[config.mk]
export PLATFORM = sky130hd
export DESIGN_NAME = scc_clock_ctrl
export DESIGN_NICKNAME = d
export VERILOG_FILES = /design/src/common/scc_pkg.sv /design/src/design/scc_clock_ctrl.sv
export SDC_FILE = /design/constraint.sdc
export NUM_CORES = 1
export LEC_CHECK = 0
export BUFFER_PORTS_ARGS = -buffer_cell sky130_fd_sc_hd__buf_4
export CAP_MARGIN = 10
export CORE_ASPECT_RATIO = 0.8
export CORE_MARGIN = 3
export CORE_UTILIZATION = 51
export CTS_CLUSTER_SIZE = 10
export DETAILED_ROUTE_END_ITERATION = 7
export GPL_TIMING_DRIVEN = 0
export PLACE_DENSITY = 0.86
export RECOVER_POWER = 25
export SLEW_MARGIN = 25
export SYNTH_ARGS = -nofsm -noshare
export SYNTH_HDL_FRONTEND = slang
export SYNTH_SLANG_ARGS = --single-unit
export TNS_END_PERCENT = 10
[constraint.sdc]
create_clock -name aclk -period 4.1 [get_ports aclk]
set_input_delay 1.025 -clock aclk [delete_from_list [all_inputs] [get_ports aclk]]
set_output_delay 1.025 -clock aclk [all_outputs]
set_load 0.03 [all_outputs]
[src/common/scc_pkg.sv]
// Purpose: Shared constants and types for the system clock source control block
// Assumes: 100 MHz bus clock, AXI4-Lite register access with 32-bit data
// Notes:   All offsets are byte addresses of aligned 32-bit words

package scc_pkg;

	// ----------------------------------------------------------------
	// Bus and register map
	// ----------------------------------------------------------------
	localparam int          ADDR_W         = 12;
	localparam logic [11:0] OFF_CTRL       = 12'h000;
	localparam logic [11:0] OFF_STATUS     = 12'h004;
	localparam logic [11:0] OFF_MODE       = 12'h008;
	localparam logic [1:0]  RESP_OKAY      = 2'h0;
	localparam logic [1:0]  RESP_SLVERR    = 2'h2;

	// Control fields
	localparam int          CTRL_SEL_BIT   = 0;
	localparam int          CTRL_HF_BIT    = 1;
	localparam int          CTRL_MON_BIT   = 2;
	localparam logic [2:0]  CTRL_RST       = 3'h6;

	// Status fields
	localparam int          STAT_FAIL_BIT  = 0;
	localparam int          STAT_RUN_BIT   = 1;
	localparam int          STAT_INT_BIT   = 2;
	localparam int          STAT_HF_BIT    = 3;
	localparam int          STAT_WARM_BIT  = 4;

	// ----------------------------------------------------------------
	// Clock modes of the configuration field
	// ----------------------------------------------------------------
	localparam logic [2:0]  MODE_EXT_CLK   = 3'h0;
	localparam logic [2:0]  MODE_LOW_XTAL  = 3'h1;
	localparam logic [2:0]  MODE_MED_XTAL  = 3'h2;
	localparam logic [2:0]  MODE_HIGH_XTAL = 3'h3;
	localparam logic [2:0]  MODE_RC_CLKOUT = 3'h4;
	localparam logic [2:0]  MODE_RC_IO     = 3'h5;
	localparam logic [2:0]  MODE_INT_CLKOUT = 3'h6;
	localparam logic [2:0]  MODE_INT_IO    = 3'h7;
	localparam logic [2:0]  MODE_RST       = 3'h0;

	// ----------------------------------------------------------------
	// Timing
	// ----------------------------------------------------------------
	localparam int          CLK_PERIOD_NS  = 10;
	localparam int          HF_OSC_KHZ     = 8000;
	localparam int          LF_OSC_KHZ     = 31;
	localparam int          WARM_EDGES     = 1024;
	localparam int          CPU_START_NS   = 5000;
	localparam int          CPU_START_CYC  = (CPU_START_NS + CLK_PERIOD_NS - 1) / CLK_PERIOD_NS;
	localparam int          SWITCH_NS      = 1000;
	localparam int          SWITCH_CYC     = (SWITCH_NS + CLK_PERIOD_NS - 1) / CLK_PERIOD_NS;
	localparam int          FAIL_TIMEOUT_CYC = 256;
	localparam logic [10:0] WARM_TERM      = 11'(WARM_EDGES - 1);
	localparam logic [10:0] CPU_TERM       = 11'(CPU_START_CYC - 1);
	localparam logic [7:0]  SWITCH_TERM    = 8'(SWITCH_CYC - 1);

	// ----------------------------------------------------------------
	// Types
	// ----------------------------------------------------------------
	typedef enum logic [1:0] {SRC_EXT, SRC_LF, SRC_HF} scc_src_t;
	typedef enum logic [2:0] {ST_LOAD, ST_START, ST_WARM, ST_CPU, ST_RUN} scc_state_t;

endpackage

[src/design/scc_clock_ctrl.sv]
// Purpose: System clock source selection, start-up timing and fail-safe switching
// Assumes: All pin and oscillator inputs are sampled synchronously to aclk
// Notes:   Selected clock is reproduced as a sampled level on sys_clk_out
//
// How it works
// - Clock mode comes from a 3-bit strap, latched once, read-only to software.
// - External clock mode takes the input pin clock; port A bit 4 is GPIO.
// - RC clock-out mode drives system clock divided by four on port A bit 4.
// - RC I/O mode runs from RC network and frees port A bit 4.
// - Internal clock-out mode drives clock/4 on bit 4, frees bit 5.
// - Internal I/O mode frees both port A bit 4 and bit 5.
// - A software select bit picks configured external source or internal oscillator.
// - Two internal sources exist: 8 MHz high and 31 kHz low frequency.
// - Crystal gain modes enable the start-up timer, extending reset before execution.
// - Start-up timer counts 1024 input pin periods after POR, wake or power-up timer.
// - While the start-up timer counts, execution stays suspended.
// - External clock mode skips the start-up count entirely.
// - Stopping the external clock halts the core with state kept; restart resumes.
// - Fail-safe monitor detects lost external clock and switches to internal oscillator.
// - Start into an internal oscillator waits a CPU start-up delay of 5 us.
// - Low to high frequency internal switch waits about 1 us.
// - Oscillator fail flag sets on failure switch and stays until software clears.

`timescale 1ns/1ps
`default_nettype none

module scc_clock_ctrl #(
	parameter int unsigned FAIL_TIMEOUT = scc_pkg::FAIL_TIMEOUT_CYC
) (
	// Clock and reset
	input  wire logic                      aclk,
	input  wire logic                      aresetn,
	// AXI4-Lite slave
	input  wire logic [scc_pkg::ADDR_W-1:0] s_axi_awaddr,
	input  wire logic                      s_axi_awvalid,
	output var  logic                      s_axi_awready,
	input  wire logic [31:0]               s_axi_wdata,
	input  wire logic [3:0]                s_axi_wstrb,
	input  wire logic                      s_axi_wvalid,
	output var  logic                      s_axi_wready,
	output var  logic [1:0]                s_axi_bresp,
	output var  logic                      s_axi_bvalid,
	input  wire logic                      s_axi_bready,
	input  wire logic [scc_pkg::ADDR_W-1:0] s_axi_araddr,
	input  wire logic                      s_axi_arvalid,
	output var  logic                      s_axi_arready,
	output var  logic [31:0]               s_axi_rdata,
	output var  logic [1:0]                s_axi_rresp,
	output var  logic                      s_axi_rvalid,
	input  wire logic                      s_axi_rready,
	// Configuration strap and reset sources
	input  wire logic [2:0]                config_mode,
	input  wire logic                      por_event,
	input  wire logic                      wake_event,
	input  wire logic                      power_up_timer_expired,
	input  wire logic                      power_up_timer_enable,
	// Clock sources
	input  wire logic                      osc_input_pin,
	input  wire logic                      high_freq_internal_osc,
	input  wire logic                      low_freq_internal_osc,
	// Port logic requests for shared pins
	input  wire logic                      gpio_a4_out,
	input  wire logic                      gpio_a4_oe,
	input  wire logic                      gpio_a5_out,
	input  wire logic                      gpio_a5_oe,
	// Shared pins
	output var  logic                      port_a_bit4_pin_out,
	output var  logic                      port_a_bit4_pin_oe,
	output var  logic                      port_a_bit5_pin_out,
	output var  logic                      port_a_bit5_pin_oe,
	// Core side
	output var  logic                      sys_clk_out,
	output var  logic                      core_run,
	output var  logic                      oscillator_startup_timer_active,
	output var  logic                      oscillator_fail_flag
);

	// ----------------------------------------------------------------
	// Decoding helpers
	// ----------------------------------------------------------------
	function automatic logic is_crystal(input logic [2:0] m);
		return (m == scc_pkg::MODE_LOW_XTAL) || (m == scc_pkg::MODE_MED_XTAL) ||
		       (m == scc_pkg::MODE_HIGH_XTAL);
	endfunction

	function automatic logic is_internal(input logic [2:0] m);
		return (m == scc_pkg::MODE_INT_CLKOUT) || (m == scc_pkg::MODE_INT_IO);
	endfunction

	function automatic logic reg_mapped(input logic [scc_pkg::ADDR_W-1:0] a);
		return (a == scc_pkg::OFF_CTRL) || (a == scc_pkg::OFF_STATUS) ||
		       (a == scc_pkg::OFF_MODE);
	endfunction

	function automatic logic src_lvl(input scc_pkg::scc_src_t s, input logic e,
	                                 input logic l, input logic h);
		case (s)
			scc_pkg::SRC_LF: return l;
			scc_pkg::SRC_HF: return h;
			default:         return e;
		endcase
	endfunction

	// ----------------------------------------------------------------
	// State declarations
	// ----------------------------------------------------------------
	logic                       aw_hold_q, aw_hold_d, w_hold_q, w_hold_d;
	logic [scc_pkg::ADDR_W-1:0] awaddr_q, awaddr_d;
	logic [31:0]                wdata_q, wdata_d, rdata_q, rdata_d;
	logic                       wstrb0_q, wstrb0_d;
	logic                       awready_q, awready_d, wready_q, wready_d, arready_q, arready_d;
	logic                       bvalid_q, bvalid_d, rvalid_q, rvalid_d;
	logic [1:0]                 bresp_q, bresp_d, rresp_q, rresp_d;
	logic [2:0]                 ctrl_q, ctrl_d;
	logic                       fail_flag_q, fail_flag_d;
	logic [2:0]                 mode_q, mode_d;
	scc_pkg::scc_state_t        state_q, state_d;
	logic [10:0]                cnt_q, cnt_d;
	logic                       run_q, run_d, warm_q, warm_d;
	logic                       osc_prev_q, fail_active_q, fail_active_d;
	logic [15:0]                idle_q, idle_d;
	scc_pkg::scc_src_t          cur_q, cur_d, tgt;
	logic [7:0]                 settle_q, settle_d;
	logic                       sys_clk_q, sys_clk_d;
	logic [1:0]                 div_q, div_d;
	logic                       a4_out_q, a4_out_d, a4_oe_q, a4_oe_d;
	logic                       a5_out_q, a5_out_d, a5_oe_q, a5_oe_d;
	logic                       osc_rise, trig, fail_event, do_write, use_int;

	assign osc_rise   = osc_input_pin & ~osc_prev_q;
	assign trig       = por_event | wake_event | (power_up_timer_enable & power_up_timer_expired);
	// Internal source is chosen by strap, select bit or fail-safe takeover
	assign use_int    = is_internal(mode_q) | ctrl_q[scc_pkg::CTRL_SEL_BIT] | fail_active_q;

	// ----------------------------------------------------------------
	// Register bus
	// ----------------------------------------------------------------
	always_comb begin
		aw_hold_d   = aw_hold_q;
		awaddr_d    = awaddr_q;
		w_hold_d    = w_hold_q;
		wdata_d     = wdata_q;
		wstrb0_d    = wstrb0_q;
		bvalid_d    = bvalid_q;
		bresp_d     = bresp_q;
		rvalid_d    = rvalid_q;
		rdata_d     = rdata_q;
		rresp_d     = rresp_q;
		ctrl_d      = ctrl_q;
		fail_flag_d = fail_flag_q;
		do_write    = aw_hold_q & w_hold_q & ~bvalid_q;
		if (s_axi_awvalid && awready_q) begin
			aw_hold_d = 1'b1;
			awaddr_d  = s_axi_awaddr;
		end
		if (s_axi_wvalid && wready_q) begin
			w_hold_d = 1'b1;
			wdata_d  = s_axi_wdata;
			wstrb0_d = s_axi_wstrb[0];
		end
		if (bvalid_q && s_axi_bready) begin
			bvalid_d = 1'b0;
		end
		if (do_write) begin
			aw_hold_d = 1'b0;
			w_hold_d  = 1'b0;
			bvalid_d  = 1'b1;
			bresp_d   = reg_mapped(awaddr_q) ? scc_pkg::RESP_OKAY : scc_pkg::RESP_SLVERR;
			if (awaddr_q == scc_pkg::OFF_CTRL && wstrb0_q) begin
				ctrl_d = wdata_q[2:0];
			end
			// Write one to clear the fail flag
			if (awaddr_q == scc_pkg::OFF_STATUS && wstrb0_q && wdata_q[scc_pkg::STAT_FAIL_BIT]) begin
				fail_flag_d = 1'b0;
			end
		end
		// A new failure beats a clear in the same cycle
		if (fail_event) begin
			fail_flag_d = 1'b1;
		end
		if (rvalid_q && s_axi_rready) begin
			rvalid_d = 1'b0;
		end
		if (s_axi_arvalid && arready_q) begin
			rvalid_d = 1'b1;
			rresp_d  = reg_mapped(s_axi_araddr) ? scc_pkg::RESP_OKAY : scc_pkg::RESP_SLVERR;
			case (s_axi_araddr)
				scc_pkg::OFF_CTRL:   rdata_d = {29'h0, ctrl_q};
				scc_pkg::OFF_STATUS: rdata_d = {27'h0, warm_q, cur_q == scc_pkg::SRC_HF,
				                                cur_q != scc_pkg::SRC_EXT, run_q, fail_flag_q};
				scc_pkg::OFF_MODE:   rdata_d = {29'h0, mode_q};
				default:             rdata_d = 32'h0;
			endcase
		end
		awready_d = ~aw_hold_d & ~bvalid_d;
		wready_d  = ~w_hold_d & ~bvalid_d;
		arready_d = ~rvalid_d;
	end

	always_ff @(posedge aclk) begin
		if (!aresetn) begin
			aw_hold_q   <= 1'b0;
			awaddr_q    <= '0;
			w_hold_q    <= 1'b0;
			wdata_q     <= 32'h0;
			wstrb0_q    <= 1'b0;
			awready_q   <= 1'b1;
			wready_q    <= 1'b1;
			arready_q   <= 1'b1;
			bvalid_q    <= 1'b0;
			bresp_q     <= scc_pkg::RESP_OKAY;
			rvalid_q    <= 1'b0;
			rdata_q     <= 32'h0;
			rresp_q     <= scc_pkg::RESP_OKAY;
			ctrl_q      <= scc_pkg::CTRL_RST;
			fail_flag_q <= 1'b0;
		end else begin
			aw_hold_q   <= aw_hold_d;
			awaddr_q    <= awaddr_d;
			w_hold_q    <= w_hold_d;
			wdata_q     <= wdata_d;
			wstrb0_q    <= wstrb0_d;
			awready_q   <= awready_d;
			wready_q    <= wready_d;
			arready_q   <= arready_d;
			bvalid_q    <= bvalid_d;
			bresp_q     <= bresp_d;
			rvalid_q    <= rvalid_d;
			rdata_q     <= rdata_d;
			rresp_q     <= rresp_d;
			ctrl_q      <= ctrl_d;
			fail_flag_q <= fail_flag_d;
		end
	end

	// ----------------------------------------------------------------
	// Start-up sequencing
	// ----------------------------------------------------------------
	always_comb begin
		mode_d  = mode_q;
		state_d = state_q;
		cnt_d   = cnt_q;
		case (state_q)
			scc_pkg::ST_LOAD: begin
				// Strap is caught once after reset release
				mode_d  = config_mode;
				state_d = scc_pkg::ST_START;
			end
			scc_pkg::ST_START: begin
				cnt_d = 11'h0;
				if (use_int) begin
					state_d = scc_pkg::ST_CPU;
				end else if (is_crystal(mode_q)) begin
					state_d = scc_pkg::ST_WARM;
				end else begin
					state_d = scc_pkg::ST_RUN;
				end
			end
			scc_pkg::ST_WARM: begin
				if (fail_active_q) begin
					state_d = scc_pkg::ST_CPU;
					cnt_d   = 11'h0;
				end else if (osc_rise) begin
					if (cnt_q == scc_pkg::WARM_TERM) begin
						state_d = scc_pkg::ST_RUN;
					end else begin
						cnt_d = cnt_q + 11'h1;
					end
				end
			end
			scc_pkg::ST_CPU: begin
				if (cnt_q == scc_pkg::CPU_TERM) begin
					state_d = scc_pkg::ST_RUN;
				end else begin
					cnt_d = cnt_q + 11'h1;
				end
			end
			// A halted external clock freezes the core with its state kept; core_run stays set
			scc_pkg::ST_RUN: state_d = scc_pkg::ST_RUN;
			default: state_d = scc_pkg::ST_LOAD;
		endcase
		if (trig && state_q != scc_pkg::ST_LOAD) begin
			state_d = scc_pkg::ST_START;
		end
		run_d = (state_d == scc_pkg::ST_RUN);
		warm_d = (state_d == scc_pkg::ST_WARM);
	end

	always_ff @(posedge aclk) begin
		if (!aresetn) begin
			mode_q  <= scc_pkg::MODE_RST;
			state_q <= scc_pkg::ST_LOAD;
			cnt_q   <= 11'h0;
			run_q   <= 1'b0;
			warm_q  <= 1'b0;
		end else begin
			mode_q  <= mode_d;
			state_q <= state_d;
			cnt_q   <= cnt_d;
			run_q   <= run_d;
			warm_q  <= warm_d;
		end
	end

	// ----------------------------------------------------------------
	// Fail-safe monitor, source multiplexer and pins
	// ----------------------------------------------------------------
	always_comb begin
		idle_d        = (osc_rise || fail_active_q) ? 16'h0 : idle_q + 16'h1;
		fail_event    = 1'b0;
		fail_active_d = fail_active_q;
		if (!is_internal(mode_q) && ctrl_q[scc_pkg::CTRL_MON_BIT] && !fail_active_q &&
		    state_q != scc_pkg::ST_LOAD && idle_q == 16'(FAIL_TIMEOUT - 1)) begin
			fail_event    = 1'b1;
			fail_active_d = 1'b1;
		end
		// Two internal sources, high or low frequency
		tgt = use_int ? (ctrl_q[scc_pkg::CTRL_HF_BIT] ? scc_pkg::SRC_HF : scc_pkg::SRC_LF)
		              : scc_pkg::SRC_EXT;
		settle_d = settle_q;
		if (cur_q == scc_pkg::SRC_LF && tgt == scc_pkg::SRC_HF) begin
			if (settle_q != scc_pkg::SWITCH_TERM) begin
				settle_d = settle_q + 8'h1;
			end
		end else begin
			settle_d = 8'h0;
		end
		cur_d = cur_q;
		if (tgt != cur_q && !src_lvl(tgt, osc_input_pin, low_freq_internal_osc,
		    high_freq_internal_osc) && (!src_lvl(cur_q, osc_input_pin, low_freq_internal_osc,
		    high_freq_internal_osc) || fail_active_q) &&
		    (settle_d == scc_pkg::SWITCH_TERM || cur_q != scc_pkg::SRC_LF ||
		    tgt != scc_pkg::SRC_HF)) begin
			cur_d = tgt;
		end
		sys_clk_d = src_lvl(cur_d, osc_input_pin, low_freq_internal_osc,
		                    high_freq_internal_osc);
		div_d = (sys_clk_d && !sys_clk_q) ? div_q + 2'h1 : div_q;
		case (mode_q)
			scc_pkg::MODE_RC_CLKOUT, scc_pkg::MODE_INT_CLKOUT: begin
				a4_out_d = div_q[1];
				a4_oe_d  = 1'b1;
			end
			scc_pkg::MODE_EXT_CLK, scc_pkg::MODE_RC_IO, scc_pkg::MODE_INT_IO: begin
				a4_out_d = gpio_a4_out;
				a4_oe_d  = gpio_a4_oe;
			end
			default: begin
				a4_out_d = 1'b0;
				a4_oe_d  = 1'b0;
			end
		endcase
		a5_out_d = is_internal(mode_q) ? gpio_a5_out : 1'b0;
		a5_oe_d  = is_internal(mode_q) ? gpio_a5_oe : 1'b0;
	end

	always_ff @(posedge aclk) begin
		if (!aresetn) begin
			osc_prev_q    <= 1'b0;
			idle_q        <= 16'h0;
			fail_active_q <= 1'b0;
			cur_q         <= scc_pkg::SRC_EXT;
			settle_q      <= 8'h0;
			sys_clk_q     <= 1'b0;
			div_q         <= 2'h0;
			a4_out_q      <= 1'b0;
			a4_oe_q       <= 1'b0;
			a5_out_q      <= 1'b0;
			a5_oe_q       <= 1'b0;
		end else begin
			osc_prev_q    <= osc_input_pin;
			idle_q        <= idle_d;
			fail_active_q <= fail_active_d;
			cur_q         <= cur_d;
			settle_q      <= settle_d;
			sys_clk_q     <= sys_clk_d;
			div_q         <= div_d;
			a4_out_q      <= a4_out_d;
			a4_oe_q       <= a4_oe_d;
			a5_out_q      <= a5_out_d;
			a5_oe_q       <= a5_oe_d;
		end
	end

	assign s_axi_awready = awready_q;
	assign s_axi_wready  = wready_q;
	assign s_axi_arready = arready_q;
	assign s_axi_bvalid  = bvalid_q;
	assign s_axi_bresp   = bresp_q;
	assign s_axi_rvalid  = rvalid_q;
	assign s_axi_rdata   = rdata_q;
	assign s_axi_rresp   = rresp_q;
	assign port_a_bit4_pin_out = a4_out_q;
	assign port_a_bit4_pin_oe  = a4_oe_q;
	assign port_a_bit5_pin_out = a5_out_q;
	assign port_a_bit5_pin_oe  = a5_oe_q;
	assign sys_clk_out         = sys_clk_q;
	assign core_run            = run_q;
	assign oscillator_startup_timer_active = warm_q;
	assign oscillator_fail_flag = fail_flag_q;
endmodule

`default_nettype wire

; ---- Word level (Yosys, flattened, before mapping)
; Index checks and enable logic that the tools add are counted.
; W data, S select, Z words.
[totals]
output_inout_bits = 49
ff_bits = 117
mem_bits_rw = 0
mem_count = 0
latch_bits = 0
romBits = 0
[op_classes]
magnitude_cmp = 0
n_mux = 38
bitwise_logic = 17
n_reduce_logical = 50
n_addsub = 4
div = 0
n_mul = 0
n_eq_ne = 34
shift = 0
[op_table]
columns = operator, n
row1 = $mux W11, 4
row2 = $pmux W11 S3, 1
row3 = $eq A12 B3 Y1 const B, 2
row4 = $eq A12 B4 Y1 const B, 2
row5 = $logic_not A12 Y1, 2
row6 = $mux W3, 7
row7 = $eq A3 B3 Y1 const B, 6
row8 = $logic_and A1 B1 Y1, 18
row9 = $add A16 B1 Y16 const B, 1
row10 = $eq A16 B8 Y1 const B, 1
row11 = $mux W8, 2
row12 = $eq A3 B2 Y1 const B, 5
row13 = $pmux W3 S5, 1
row14 = $pmux W5 S3, 1
row15 = $mux W1, 12
row16 = $add A11 B1 Y11 const B, 1
row17 = $eq A11 B10 Y1 const B, 1
row18 = $eq A11 B9 Y1 const B, 1
row19 = $logic_or A1 B1 Y1, 11
row20 = $mux W2, 5
row21 = $pmux W1 S2, 5
row22 = $add A8 B1 Y8 const B, 1
row23 = $eq A8 B7 Y1 const B, 1
row24 = $ne A8 B7 Y1 const B, 1
row25 = other kinds (19), 51

; ---- Longest topological paths before layout
[depth]
depth_word = 16
depth_mapped = 14

; ---- Worst setup path after synthesis
; OpenSTA, ideal clock, no wires.
[synth_path]
path_type = reg-to-reg
startpoint = register settle_q[0]
endpoint = register div_q[1]
setup_time_ps = 115
path_buffers = 2
path_slack_ps = 573
path_stages_with_launch = 15
arrival_time_ps = 3412
synth_period_minus_slack_ps = 3527
path_cell_list = dfxtp_1 -> ha_1 -> buf_2 -> or4b_1 -> or3_1 -> buf_2 -> o32a_1 -> o311ai_0 -> and3_1 -> ha_1 -> nor2b_1 -> a211oi_1 -> nand2_1 -> xnor2_1 -> and2_1
[synth_between]
elab_chain_len = 11
word_cells_on_any_way = 13
cone_classes = 1 x add/sub / 4 x eq/ne / 4 x mux / 4 x reduce/logical
[synth_rtl]
columns = item, line_no
row1 = start: declaration, scc_clock_ctrl.sv:123  ; logic [7:0] settle_q, settle_d;
row2 = start signal: assignment, scc_clock_ctrl.sv:375  ; settle_q <= settle_d;
row3 = $add A8 B1 Y8 or $ne A8 B7 Y1 (tied branches), "scc_clock_ctrl.sv:323, scc_clock_ctrl.sv:322"
row4 = $mux W8 (*), scc_clock_ctrl.sv:322  ; if (settle_q != scc_pkg::SWITCH_TERM) begin
row5 = $mux W8 (*), scc_clock_ctrl.sv:321  ; if (cur_q == scc_pkg::SRC_LF && tgt == scc_pkg::SRC_HF) begin
row6 = $eq A8 B7 Y1 (*), scc_clock_ctrl.sv:332  ; (settle_d == scc_pkg::SWITCH_TERM || cur_q != scc_pkg::SRC_LF ||
row7 = $logic_or A1 B1 Y1 (*) (2 in a row), scc_clock_ctrl.sv:332
row8 = $logic_and A1 B1 Y1 (*), scc_clock_ctrl.sv:331  ; high_freq_internal_osc) || fail_active_q) &&
row9 = $mux W2 (*), scc_clock_ctrl.sv:329  ; if (tgt != cur_q && !src_lvl(tgt, osc_input_pin, low_freq_internal_osc,
row10 = $eq A2 B2 Y1 or $eq A2 B1 Y1 (tied branches), scc_clock_ctrl.sv:97  ; case (s)
row11 = $pmux W1 S2 (*), scc_clock_ctrl.sv:97
row12 = $logic_and A1 B1 Y1 (*), scc_clock_ctrl.sv:338  ; div_d = (sys_clk_d && !sys_clk_q) ? div_q + 2'h1 : div_q;
row13 = end signal: assignment, scc_clock_ctrl.sv:377  ; div_q <= div_d;
row14 = end: declaration, scc_clock_ctrl.sv:125  ; logic [1:0] div_q, div_d;
; Mark *: on every way between the ends. The rest lies on a longest branch, timed or not.
; A chain may end at the register's enable or synchronous reset.

; ---- Worst setup path after layout
; Same ends and word-level chain as after synthesis.

==> impl_metrics.toml <==
[status]
outcome = "finished, final reports clean"

[routing]
routed_wl_um = 9650
drtIter0Drc = 212
via_count = 3841
first_pass_iters = 5
wire_per_inst_um = 13.2
drc = 0
avgViaCountPerCell = 5.27
postRouteAntennaNets = 0

[place]
dpl.hpwl_um = 7310
gp_congestion = 0.926
dp_cells = 713
port_buffers = 66

[timing]
drv_slew = 0
setup_viol = 0
rsz0062_at_grt = "false"
min_period_ns = 3.77
slew_headroom = 0.497
timing.hold.ws_ns = 0.459
tightest_slew_ns = 0.744
max_freq_mhz = 265
period_share = 0.921
tns_ns = 0
hold_viol = 0
fin_skew_ns = 0.00793

[cts]
clk_latency_ns = 0.35
htreeDepth = 3
clock-sinks = 88
cts.clk_slew.worst_paths_ns = 0.09
cts_tree = "yes"
ctsRootBufferMaster = "clkbuf_8"
cts_buffers = 9
clockBufferDepth = 2

[power]
p_comb_frac = 0.161
swShare = 0.278
powerDensity_nw_per_um2 = 351
peakVddDrop_mv = 0.206
p_seq_frac = 0.505
p_total_mw = 1.82
p_clk_frac = 0.335
leakage_nw = 2.12
p_sw_mw = 0.506
p_int_mw = 1.31

[global_routing]
grt_max_degree = 16
track_usage = 0.204
grt_overflow_total = 0
grt_pass1_wl_um = 15700
grt_pass1_vias = 3457
antenna_found_initial = 0

[worst_setup_path]
critical_path.cell_chain = "ha_1, buf_2, or4b_1, or3_1, buf_2, o32a_1, o311ai_1, and3_1, ha_1, nor2b_1, a211oi_2, nand2_1, xnor2_1, and2_1"
required_ns = 4.35
slowest_stage = "or4b_1"
path_delay_family = "simple AND/OR/NAND/NOR gates"
crit_path_end_kind = "flop"
cp-start-kind = "flop"
cp_slowest_stage_delay_ns = 0.46
path_max_fanout = 8
critPathKind = "flop to flop"
worstPathArrival_ns = 4.02
cp_num_buf_inv = 2

[cells_and_area]
seq_area_um2 = 1760
multi_input_area_um2 = 2200
num-fill-cells = 688
antenna_cells = 0
instances_no_fill = 729
drive_above_1_share = 0.188
syn2layout_area_growth_pct = 22.4
fin_nets = 705

[synth]
synth.most_common_cell = "dfxtp_1"
synth-edff-count = 0
yosys_warnings = 0
ys_types = 52
ys_async_sr_fraction = 0
ys.flop_type = "dfxtp_1"
synth_area_leaders = "dfxtp_1 (42%), nor2_1 (5.2%), buf_4 (5.2%)"
ys_seq_area_frac = 0.417
syn-instance-count = 511
synthDominantCellAreaShare = 0.417
yosys-top-cells-count = "dfxtp_1 (88), nor2_1 (59), nand2_1 (52)"
ys_seq_elements = 88
postSynthAreaPerCell_um2 = 8.27
synth_area_um2 = 4220
yosys.area.top_type = "dfxtp_1"

[floorplan]
coreArea_um2 = 7980
start_util = 0.529
ios = 130
fp-row-count = 29
dieArea_um2 = 9420
die_width_um = 108
fp.dieH_um = 87.4

[job]
cap_violations = 0

[worst_hold_path]
hold_path.class = "flop to flop"
[sequential cells by signal (all words and copies together) (netlist names), 2 cells and up]
signal	count
awaddr_q	12
cnt_q	11
ctrl_q	3
cur_q	2
div_q	2
idle_q	16
mode_q	3
s_axi_rdata	5
settle_q	8
state_q	3
wdata_q	3
[power by group through the flow]
stage                     clock network (mW)  registers [mW]  logic (mW)
final                                  0.608           0.916       0.292
after global placement                     0           0.933       0.282
after CTS                              0.621           0.915       0.289
after global routing                   0.654           0.921       0.321
after floorplan                            0           0.950       0.181
after detailed placement                   0           0.936       0.287
[layer usage]
layer	part of all wire	wire (um)	vias to the layer above	GRT usage
met5	0	0	-	0
met4	0.0077	74	0	0.0493
met3	0.073	705	9	0.0497
met2	0.45	4310	127	0.334
met1	0.47	4560	1759	0.272
li1	-	-	1946	-
[what timing repair did]
| item | CTS | global route |
|---|---|---|
| setup buffers | 0 | 0 |
| gates resized for setup | 0 | 2 |
| setup endpoints to repair | 0 | 2 |
| hold buffers | 0 | 0 |
[stage by stage]
| stage | setup WS [ns] | instance area (um2) | utilization |
|---|---|---|---|
| after global placement | 0.203 | 4960 | 0.621 |
| after floorplan | 0.573 | 4330 | - |
| after global routing | 0.0355 | 5170 | 0.648 |
| final | 0.326 | 5170 | 0.648 |
| after detailed placement | 0.145 | 4960 | 0.621 |
| after CTS | 0.107 | 5160 | 0.647 |
[area by class of cell]
class / instances / area share
sequential: 88 / 0.341
tap: 108 / 0.0261
timing repair buffer: 66 / 0.0958
inverter: 17 / 0.0123
multi-input combinational: 384 / 0.426
clock inverter: 6 / 0.0131
buffer: 50 / 0.0593
clock buffer: 10 / 0.0266
[worst register-to-register path, stage by stage, from the launching register on]
cell	delay (ns)
dfxtp_1	0.44
ha_1	0.17
buf_2	0.18
or4b_1	0.46
or3_1	0.31
buf_2	0.16
o32a_1	0.20
o311ai_1	0.43
and3_1	0.23
ha_1	0.24
nor2b_1	0.15
a211oi_2	0.31
nand2_1	0.11
xnor2_1	0.13
and2_1	0.15
[worst paths after layout]
check         startpoint          end  slack (ns)  depth (start not counted)
max          settle_q[0]     div_q[1]        0.33                         14
min          awaddr_q[5]  awaddr_q[5]        0.46                          2
max reg2reg  settle_q[0]     div_q[1]        0.33                         14
min reg2reg  awaddr_q[5]  awaddr_q[5]        0.46                          2
[logic make-up after synthesis]
family / synth area share
buffers and inverters: 0.0877
xor gates and xnor gates: 0.0518
adders and majority gates: 0.0237
DFF: 0.417
AOI/OAI and AO/OA: 0.144
other: 0.000888
muxes: 0.0213
and+or+nand+nor: 0.254
[placed cells by master (no fill, tap or decap), types with 3 or more instances in the layout]
cell and n:
a31oi_1 4, or3_1 7, mux2i_1 9, xor2_1 10, o31ai_1 6, a211oi_1 4, conb_1 29, nor3_1 8
and2_1 8, nand2b_1 4, and4_1 5, ha_1 8, xnor2_1 15, and3_1 9, o21ai_0 18, clkbuf_1 16
nor4_1 5, or4_1 6, a211o_1 3, nand2_1 52, nor2_1 59, nor3b_1 3, buf_4 95, inv_1 17
dfxtp_1 88, nor4b_1 3, clkbuf_8 10, nand4_1 10, nand3_1 23, nor2b_1 3, a22oi_1 7, a21oi_1 43
Note: power is estimated with default switching activity, not from simulation.
